File: config.mk
export PLATFORM = sky130hd
export DESIGN_NAME = input_gearbox_deserializer
export DESIGN_NICKNAME = d
export VERILOG_FILES = /design/src/input_gearbox_deserializer.v
export VERILOG_INCLUDE_DIRS = /design/src /design/src/src
export SDC_FILE = /design/constraint.sdc
export NUM_CORES = 1
export LEC_CHECK = 0
export BUFFER_PORTS_ARGS = -buffer_cell sky130_fd_sc_hd__buf_2
export CORE_ASPECT_RATIO = 0.7
export CORE_MARGIN = 3
export CORE_UTILIZATION = 62
export CTS_CLUSTER_SIZE = 28
export DETAILED_ROUTE_END_ITERATION = 6
export PLACE_DENSITY_LB_ADDON = 0.08
export SLEW_MARGIN = 20
export SYNTH_ARGS = -nofsm -noshare
export SYNTH_HDL_FRONTEND = slang
export SYNTH_SLANG_ARGS = --single-unit
export TNS_END_PERCENT = 5
File: constraint.sdc
create_clock -name sys_clk -period 3.8 [get_ports sys_clk]
set_input_delay 0.76 -clock sys_clk [delete_from_list [all_inputs] [get_ports sys_clk]]
set_output_delay 0.76 -clock sys_clk [all_outputs]
set_load 0.005 [all_outputs]
File: src/gearbox_consts.vh
// constants for the input gearbox deserializer
`ifndef GEARBOX_CONSTS_VH
`define GEARBOX_CONSTS_VH

// gear mode encodings
`define MODE_SEVEN      2'h0
`define MODE_EIGHT      2'h1
`define MODE_FOUR_SPLIT 2'h2

// last bit index of a word per mode
`define LAST_BIT_SEVEN  3'h6
`define LAST_BIT_EIGHT  3'h7
`define LAST_BIT_FOUR   3'h3

// lane positions on the parallel bus
`define LANE_A_LSB      4
`define LANE_C_LSB      0

// reset values
`define WORD_RESET      8'h00
`define COUNT_RESET     3'h0

// output buffer depth
`define FIFO_DEPTH      16

`endif

File: src/input_gearbox_deserializer.v
// input gearbox: sampled link, three-stage deserializer, word buffer
`include "gearbox_consts.vh"
`default_nettype none

////////////////////////////////////////////////////////////////////////////////
module word_fifo #(
    parameter WIDTH = 8,
    parameter DEPTH = 16,
    parameter AW    = 4
) (
    input  wire             sys_clk,
    input  wire             rst,
    input  wire             inValid,
    output wire             inReady,
    input  wire [WIDTH-1:0] inData,
    output wire             outValid,
    input  wire             outReady,
    output wire [WIDTH-1:0] outData
);
    reg [WIDTH-1:0] mem [0:DEPTH-1];
    reg [AW-1:0]    wrPtr_reg;
    reg [AW-1:0]    rdPtr_reg;
    reg [AW:0]      count_reg;
    wire            doWrite;
    wire            doRead;

    assign inReady  = (count_reg != DEPTH[AW:0]);
    assign outValid = (count_reg != {(AW+1){1'b0}});
    assign outData  = mem[rdPtr_reg];
    assign doWrite  = inValid && inReady;
    assign doRead   = outValid && outReady;

    always @(posedge sys_clk) begin
        if (doWrite) begin
            mem[wrPtr_reg] <= inData;
        end
    end

    always @(posedge sys_clk or posedge rst) begin
        if (rst) begin
            wrPtr_reg <= {AW{1'b0}};
            rdPtr_reg <= {AW{1'b0}};
            count_reg <= {(AW+1){1'b0}};
        end else begin
            if (doWrite) begin
                wrPtr_reg <= (wrPtr_reg == DEPTH[AW-1:0] - 1'b1) ? {AW{1'b0}} : wrPtr_reg + 1'b1;
            end
            if (doRead) begin
                rdPtr_reg <= (rdPtr_reg == DEPTH[AW-1:0] - 1'b1) ? {AW{1'b0}} : rdPtr_reg + 1'b1;
            end
            if (doWrite && !doRead) begin
                count_reg <= count_reg + 1'b1;
            end else if (doRead && !doWrite) begin
                count_reg <= count_reg - 1'b1;
            end
        end
    end
endmodule

////////////////////////////////////////////////////////////////////////////////
module input_gearbox_deserializer #(
    parameter FIFO_DEPTH = `FIFO_DEPTH,
    parameter FIFO_AW    = 4
) (
    input  wire       sys_clk,
    input  wire       rst,
    input  wire       fast_edge_clock,
    input  wire       delayedDataA,
    input  wire       delayedDataC,
    input  wire [1:0] gearMode,
    input  wire       word_slip_strobe,
    input  wire       align_phase_pick,
    output reg  [7:0] q_reg,
    output reg        qValid_reg,
    input  wire       coreReady,
    output wire       wordReady,
    output reg        wordDropped_reg
);
    // three-stage synchronisers for link clock and both data lanes
    reg [2:0] clkSync_reg;
    reg [2:0] aSync_reg;
    reg [2:0] cSync_reg;
    reg       clkStable_reg;
    reg       aStable_reg;
    reg       cStable_reg;
    reg       clkPrev_reg;
    reg [4:0] warm_reg;

    always @(posedge sys_clk or posedge rst) begin
        if (rst) begin
            warm_reg      <= 5'h00;
            clkSync_reg   <= 3'h0;
            aSync_reg     <= 3'h0;
            cSync_reg     <= 3'h0;
            clkStable_reg <= 1'b0;
            aStable_reg   <= 1'b0;
            cStable_reg   <= 1'b0;
            clkPrev_reg   <= 1'b0;
        end else begin
            warm_reg    <= {warm_reg[3:0], 1'b1};
            clkSync_reg <= {clkSync_reg[1:0], fast_edge_clock};
            aSync_reg   <= {aSync_reg[1:0], delayedDataA};
            cSync_reg   <= {cSync_reg[1:0], delayedDataC};
            if (clkSync_reg[1] == clkSync_reg[2]) begin
                clkStable_reg <= clkSync_reg[2];
            end
            if (aSync_reg[1] == aSync_reg[2]) begin
                aStable_reg <= aSync_reg[2];
            end
            if (cSync_reg[1] == cSync_reg[2]) begin
                cStable_reg <= cSync_reg[2];
            end
            clkPrev_reg <= clkStable_reg;
        end
    end

    // either edge of the link clock is a bit time
    // link clock may idle high: no edge until the chain has filled after reset
    wire bitEdge = warm_reg[4] && (clkStable_reg ^ clkPrev_reg);

    ////////////////////////////////////////////////////////////////////////////
    // stage one: double-edge capture and bit history
    reg [8:0] histA_reg;
    reg [4:0] histC_reg;
    reg       bitValid_reg;

    always @(posedge sys_clk or posedge rst) begin
        if (rst) begin
            histA_reg    <= 9'h000;
            histC_reg    <= 5'h00;
            bitValid_reg <= 1'b0;
        end else begin
            bitValid_reg <= bitEdge;
            if (bitEdge) begin
                histA_reg <= {histA_reg[7:0], aStable_reg};
                histC_reg <= {histC_reg[3:0], cStable_reg};
            end
        end
    end

    ////////////////////////////////////////////////////////////////////////////
    // word boundary counter with slip
    reg  [2:0] bitCount_reg;
    reg        slipPending_reg;
    reg  [2:0] lastBit;
    wire       update;
    wire       slipTaken;

    always @* begin
        case (gearMode)
            `MODE_SEVEN:      lastBit = `LAST_BIT_SEVEN;
            `MODE_FOUR_SPLIT: lastBit = `LAST_BIT_FOUR;
            default:          lastBit = `LAST_BIT_EIGHT;
        endcase
    end

    // a slipped bit is not counted, so the boundary moves one bit later
    assign slipTaken = bitValid_reg && slipPending_reg;
    assign update    = bitValid_reg && !slipPending_reg && (bitCount_reg == lastBit);

    always @(posedge sys_clk or posedge rst) begin
        if (rst) begin
            bitCount_reg    <= `COUNT_RESET;
            slipPending_reg <= 1'b0;
        end else begin
            // a new request in the consuming cycle wins over the clear
            if (word_slip_strobe) begin
                slipPending_reg <= 1'b1;
            end else if (slipTaken) begin
                slipPending_reg <= 1'b0;
            end
            if (bitValid_reg && !slipPending_reg) begin
                bitCount_reg <= (bitCount_reg == lastBit) ? `COUNT_RESET : bitCount_reg + 1'b1;
            end
        end
    end

    ////////////////////////////////////////////////////////////////////////////
    // stage two: aligned word on update, window chosen by phase pick
    reg  [7:0] aligned_reg;
    reg        alignedValid_reg;
    wire [7:0] winA = align_phase_pick ? histA_reg[8:1] : histA_reg[7:0];
    wire [3:0] winC = align_phase_pick ? histC_reg[4:1] : histC_reg[3:0];
    reg  [7:0] wordNext;

    always @* begin
        case (gearMode)
            `MODE_SEVEN:      wordNext = {1'b0, winA[6:0]};
            `MODE_FOUR_SPLIT: wordNext = {winA[3:0], winC};
            default:          wordNext = winA;
        endcase
    end

    always @(posedge sys_clk or posedge rst) begin
        if (rst) begin
            aligned_reg      <= `WORD_RESET;
            alignedValid_reg <= 1'b0;
        end else begin
            alignedValid_reg <= update;
            if (update) begin
                aligned_reg <= wordNext;
            end
        end
    end

    ////////////////////////////////////////////////////////////////////////////
    // buffer, then stage three towards the core
    wire       fifoOutValid;
    wire       fifoOutReady;
    wire [7:0] fifoOutData;

    word_fifo #(
        .WIDTH (8),
        .DEPTH (FIFO_DEPTH),
        .AW    (FIFO_AW)
    ) buffer (
        .sys_clk  (sys_clk),
        .rst      (rst),
        .inValid  (alignedValid_reg),
        .inReady  (wordReady),
        .inData   (aligned_reg),
        .outValid (fifoOutValid),
        .outReady (fifoOutReady),
        .outData  (fifoOutData)
    );

    assign fifoOutReady = !qValid_reg || coreReady;

    always @(posedge sys_clk or posedge rst) begin
        if (rst) begin
            q_reg           <= `WORD_RESET;
            qValid_reg      <= 1'b0;
            wordDropped_reg <= 1'b0;
        end else begin
            // the link cannot be stalled; a full buffer loses the word
            if (alignedValid_reg && !wordReady) begin
                wordDropped_reg <= 1'b1;
            end
            if (fifoOutReady) begin
                qValid_reg <= fifoOutValid;
                if (fifoOutValid) begin
                    q_reg <= fifoOutData;
                end
            end
        end
    end
endmodule

`default_nettype wire

==> impl_metrics.py, run 1 <==
metrics = {
    "drt": {
        "drt-pass1-iter-count": 5,
        "detail-route-antenna-nets": 0,
        "drt-initial-drc-count": 326,
        "viasPerCell": 6.163,
        "wirelength_microns": 14830,
        "drc": 0,
        "vias": 4185,
        "post_drt_wl_per_cell_microns": 21.84,
    },
    "setup_path": {
        "crit_required_ns": 4.15,
        "start_kind": "flop",
        "critPathKind": "flop to flop",
        "path_cells": "nor4_1 -> a21boi_1 -> ha_1 -> inv_1 -> ha_1 -> a21o_1 -> a21oi_1 -> mux2i_1 -> xnor2_1",
        "crit_arrival_ns": 3.30,
        "regToRegEndpoint": "buffer.count_reg[4]",
        "cp-end-kind": "flop",
        "reg2reg_from": "buffer.count_reg[0]",
        "critPathSlowestCell": "nor4_1",
        "r2r_slack_ns": 0.85,
        "crit_end": "buffer.count_reg[4]",
        "crit_path_max_incr_delay_ns": 0.55,
        "cp_max_fo": 11,
        "crit_top_cell": "ha_1",
        "cp-startpoint": "buffer.count_reg[0]",
        "reg2regPathDepth": 9,
    },
    "yosys": {
        "synth_most_common_cell": "edfxtp_1",
        "synth_area_leaders": "edfxtp_1 (49%), dfrtp_1 (22%), mux2i_1 (6.3%), mux4_2 (4.0%), mux2_2 (3.7%)",
        "synth.avg_cell_area_sq_um": 16.29,
        "synth_nets": 505,
        "synth-main-ff-cell": "edfxtp_1",
        "synth_seq_cells": 197,
        "async_reset_ff_frac": 0.3503,
        "synth_edf_count": 128,
        "ys_seq_area_frac": 0.7067,
        "yosys_warnings": 0,
        "yosys-top-cells-count": "edfxtp_1 (128), dfrtp_1 (69), mux2i_1 (50)",
        "synth_area_sq_um": 7883,
        "synth_area_leader_cell": "edfxtp_1",
        "synthDistinctLibCells": 46,
        "netlist.area_leader.share": 0.4876,
        "syn-instance-count": 484,
    },
    "global_route": {
        "grt_max_degree": 32,
        "grtUsageTotal": 0.2312,
        "first_global_vias": 4150,
        "grt_antenna_before_repair": 0,
        "grt_pass1_wl_microns": 23780,
        "grt-ovfl-total": 0,
    },
    "timing": {
        "timing.final.crit_share": 0.7765,
        "worst_pin_slew_ns": 0.8519,
        "hold_violations": 0,
        "fmax_mhz": 338.9,
        "slew_headroom": 0.4299,
        "fin_tns_setup_ns": 0,
        "fin_crit_ns": 2.951,
        "rsz0062_at_grt": "no",
        "slew_violations": 0,
        "setup-violations-final": 0,
        "finalClockSkew_ns": 0.01324,
    },
    "clock_tree": {
        "cts_tree": "built",
        "cts_hold_buf": 0,
        "cts.path.max_buffers": 2,
        "clock-root-buffer": "clkbuf_16",
        "clkSinkCount": 197,
        "cts.clk_slew.worst_paths_ns": 0.08,
        "htree_levels": 4,
        "cts_buffers": 17,
        "insertion_delay_ns": 0.43,
        "post_cts_resized": 0,
        "postCtsSetupBuffers": 0,
    },
    "floorplanning": {
        "dieArea_sq_um": 14120,
        "rows": 33,
        "die_w_microns": 140.8,
        "initial_utilization": 0.6538,
        "fp.coreArea_sq_um": 12060,
        "die_y_microns": 100.3,
        "pin_count": 21,
    },
    "layout": {
        "fillers": 783,
        "largest_reg_flops": 128,
        "nets": 530,
        "drive_gt1_frac": 0.2050,
        "area_growth_pct": 10.11,
        "final_area_sq_um": 8680,
        "num_antenna_cells": 0,
    },
    "place": {
        "port_buffers": 20,
        "place_area_sq_um": 8125,
        "gp_congestion": 0.8768,
        "dp_hpwl_microns": 9643,
    },
    "min_path": {
        "min_path_type": "primary input to async pin",
    },
    "power_and_ir_drop": {
        "p_leak_uw": 0.003274,
        "powerDensity_nw_per_um2": 710.9,
        "ir_drop_v": 0.0006275,
    },
    "status": {
        "outcome": "complete, no violations",
    },
    "job": {
        "drv_cap": 0,
    },
}
## placed cells by master (no fill, tap or decap), drive strengths merged, types with 3 or more instances in the layout
cell type / instances
edfxtp: 128
dfrtp: 69
mux2i: 50
nor2: 32
buf: 30
mux2: 26
clkbuf: 19
nand2: 18
inv: 17
o21ai: 16
o22ai: 16
mux4: 14
ha: 10
a31oi: 9
a221oi: 8
nand2b: 6
xnor2: 5
nor3: 5
nand3: 4
a21o: 4
nor2b: 4
a21oi: 4
xor2: 3
maj3: 3
clkinv: 3
## cell families after synthesis
group                    share of synthesized area
multiplexers                                0.1406
buffers and inverters                      0.01968
other                                    0.0004757
flip-flops                                  0.7067
AND/OR/NAND/NOR                            0.04651
XOR/XNOR                                  0.008889
AO/OA/AOI/OAI                              0.05492
adder cells (fa/ha/maj)                    0.02222
## worst min-delay path by stage
stage                               from              to  slack, ns  cells after the start
final                                rst  aligned_reg[5]       0.27                      2
after global routing                 rst  aligned_reg[5]       0.27                      2
after CTS                            rst  aligned_reg[5]       0.27                      2
after detailed placement     warm_reg[2]     warm_reg[3]       0.34                      0
after global placement    clkSync_reg[0]  clkSync_reg[1]       0.33                      0
after floorplan             aSync_reg[0]    aSync_reg[1]       0.33                      0
## through the flow
step	power [uW]	hold WS (ns)	util	std cells	worst slack, ns
after floorplan	4046	0.3312	-	484	0.9887
after global placement	4446	0.3326	0.6739	647	0.6966
after detailed placement	4514	0.3355	0.6739	647	0.6345
after CTS	6186	0.2678	0.7198	679	0.6069
after global routing	6467	0.2728	0.7199	679	0.6439
final	6170	0.2692	0.7199	679	0.8492
## area by class of cell
class | count | area, sq um | share of cell area
clock inverters | 13 | 110.1 | 0.01269
flip-flops and latches | 197 | 5572 | 0.6419
clock buffers | 19 | 442.9 | 0.05103
multi-input cells | 256 | 2157 | 0.2485
well taps | 157 | 196.4 | 0.02263
repair buffers | 30 | 175.2 | 0.02018
inverters | 7 | 26.28 | 0.003027
## metal layers
| layer | share of wire | vias to the layer above | GRT usage | routed length, microns |
|---|---|---|---|---|
| met5 | 0 | - | 0 | 0 |
| met4 | 0.017 | 0 | 0.06776 | 246 |
| met3 | 0.063 | 18 | 0.05810 | 931 |
| met2 | 0.45 | 139 | 0.3298 | 6608 |
| met1 | 0.47 | 2138 | 0.3590 | 7042 |
| li1 | - | 1890 | - | - |
## critical path: cells and delay by family (launching register included)
family	cells	cell delay, ns
AO/OA/AOI/OAI	3	0.72
adder cells (fa/ha/maj)	2	0.61
AND/OR/NAND/NOR	1	0.55
flip-flops	1	0.45
multiplexers	1	0.24
buffers and inverters	1	0.16
XOR/XNOR	1	0.14
## power by group
group	switching [uW]	internal (uW)
clock network	813	880
registers	474	2660
logic	653	688
total	1940	4230
No activity file was read; power rests on OpenSTA's default activity.
==> run 2, diff against run 1 <==
==> constraint.sdc (replaced) <==
create_clock -name sys_clk -period 2.8 [get_ports sys_clk]
set_input_delay 0.56 -clock sys_clk [delete_from_list [all_inputs] [get_ports sys_clk]]
set_output_delay 0.56 -clock sys_clk [all_outputs]
set_load 0.005 [all_outputs]
==> run 2 against run 1 <==
Compared with the run above: sequential cell count unchanged; clock power increased by 46%; first-iteration DRC count increased by 22%; via count unchanged; non-clock buffer count increased by 5; count of clock-buffer cells in the layout increased by 2; worst hold slack got worse by 0.051 ns; sequential share of layout area decreased by 0.94 points; largest cell class unchanged; cell area increased by 1.5%.
==> impl_metrics.py, run 2 (synthesis results as in run 1) <==
metrics = {
    "status": {
        "outcome": "complete, no violations",
    },
    "setup_path": {
        "reg2regPathDepth": 10,
        "r2r_slack_ns": 0.16,
        "crit_required_ns": 3.16,
        "crit_arrival_ns": 3.00,
        "regToRegEndpoint": "buffer.count_reg[4]",
        "critPathKind": "flop to flop",
        "reg2reg_from": "buffer.count_reg[2]",
        "start_kind": "flop",
        "cp_max_fo": 5,
        "cp-end-kind": "flop",
    },
    "global_route": {
        "grt_max_degree": 43,
        "grt_antenna_before_repair": 0,
        "grtUsageTotal": 0.2244,
        "grt_pass1_wl_microns": 23660,
        "grt-ovfl-total": 0,
        "first_global_vias": 4263,
    },
    "layout": {
        "largest_reg_flops": 128,
        "final_area_sq_um": 8806,
        "area_growth_pct": 11.71,
        "drive_gt1_frac": 0.2182,
        "final_common_cell": "edfxtp_1",
        "nets": 535,
        "num_antenna_cells": 0,
        "multi_input_area_sq_um": 2175,
        "final_cells": 684,
        "layout_common_cells": "edfxtp_1 (128), dfrtp_1 (69), mux2i_1 (50), nor2_1 (32), mux2_2 (26)",
        "fin_util": 0.7304,
        "regArea_sq_um": 5570,
        "fillers": 772,
    },
    "drt": {
        "wirelength_microns": 14790,
        "drt-initial-drc-count": 399,
        "detail-route-antenna-nets": 0,
        "drc": 0,
        "drt-pass1-iter-count": 5,
        "vias": 4185,
        "post_drt_wl_per_cell_microns": 21.62,
        "viasPerCell": 6.118,
    },
    "clock_tree": {
        "post_cts_resized": 0,
        "cts.path.max_buffers": 2,
        "postCtsSetupBuffers": 0,
        "cts_buffers": 17,
        "clkSinkCount": 197,
        "insertion_delay_ns": 0.43,
        "cts_tree": "built",
        "cts.clk_slew.worst_paths_ns": 0.08,
        "clock-root-buffer": "clkbuf_16",
        "cts_hold_buf": 0,
        "htree_levels": 4,
    },
    "timing": {
        "setup-violations-final": 0,
        "fmax_mhz": 378.9,
        "slew_violations": 0,
        "slew_headroom": 0.4103,
        "rsz0062_at_grt": "no",
        "fin_tns_setup_ns": 0,
        "hold_violations": 0,
        "finalClockSkew_ns": 0.01148,
        "fin_crit_ns": 2.639,
        "worst_pin_slew_ns": 0.8814,
        "timing.final.crit_share": 0.9426,
    },
    "floorplanning": {
        "dieArea_sq_um": 14120,
        "die_y_microns": 100.3,
        "pin_count": 21,
        "initial_utilization": 0.6538,
        "fp.coreArea_sq_um": 12060,
        "die_w_microns": 140.8,
        "rows": 33,
    },
    "place": {
        "place_area_sq_um": 8178,
        "place_inst": 652,
        "port_buffers": 20,
        "gp_congestion": 0.8095,
        "dp_hpwl_microns": 9613,
    },
    "job": {
        "drv_cap": 0,
    },
    "power_and_ir_drop": {
        "powerDensity_nw_per_um2": 975.0,
        "ir_drop_v": 0.0005198,
        "p_leak_uw": 0.003334,
    },
    "min_path": {
        "min_path_type": "primary input to async pin",
    },
}
[run 2: where the power goes]
group	switching, uW	total (uW)	internal [uW]
sequential	593	4210	3610
clock	1110	2460	1350
combinational	929	1920	991
total	2630	8590	5960
[run 2: worst max path at each step]
stage,from,end,slack [ns],cells past startpoint
finish,buffer.count_reg[2],buffer.count_reg[4],0.16,10
global route,buffer.count_reg[2],buffer.count_reg[4],0.008,10
CTS,buffer.count_reg[0],buffer.count_reg[4],0.15,10
detailed placement,buffer.count_reg[0],buffer.count_reg[4],0.17,10
global placement,buffer.count_reg[0],buffer.count_reg[4],0.20,10
floorplan,buffer.count_reg[0],buffer.count_reg[4],0.02,11
[run 2: area by class of cell]
class | count | share of cell area
Clock buffer | 21 | 0.05840
Tap cell | 157 | 0.02231
Clock inverter | 11 | 0.01122
Inverter | 7 | 0.002984
Sequential cell | 197 | 0.6326
Multi-Input combinational cell | 256 | 0.2469
Timing Repair Buffer | 35 | 0.02558
[run 2: routing by layer]
layer | track usage | up-vias | part of all wire
li1 | - | 1898 | -
met1 | 0.3482 | 2143 | 0.47
met2 | 0.3265 | 131 | 0.46
met4 | 0.06925 | 0 | 0.012
met5 | 0 | - | 0
met3 | 0.04619 | 13 | 0.054
[run 2: worst max-delay path, stage by stage, from the launching register on]
cell and delay (ns):
dfrtp_1 0.42, or4_1 0.53, o21a_1 0.22, inv_1 0.05, ha_1 0.15, inv_1 0.11, fa_2 0.37, a21o_1 0.20
a21oi_2 0.14, mux2i_1 0.22, xnor2_1 0.14
[run 2: per-stage QoR]
stage	hold WS (ns)	total power [uW]	setup slack (ns)
after floorplan	0.3312	5493	0.01959
after global placement	0.3315	6052	0.2041
after detailed placement	0.3347	6153	0.1699
after CTS	0.2188	8588	0.1463
after global routing	0.2118	8983	0.007955
final	0.2186	8586	0.1607
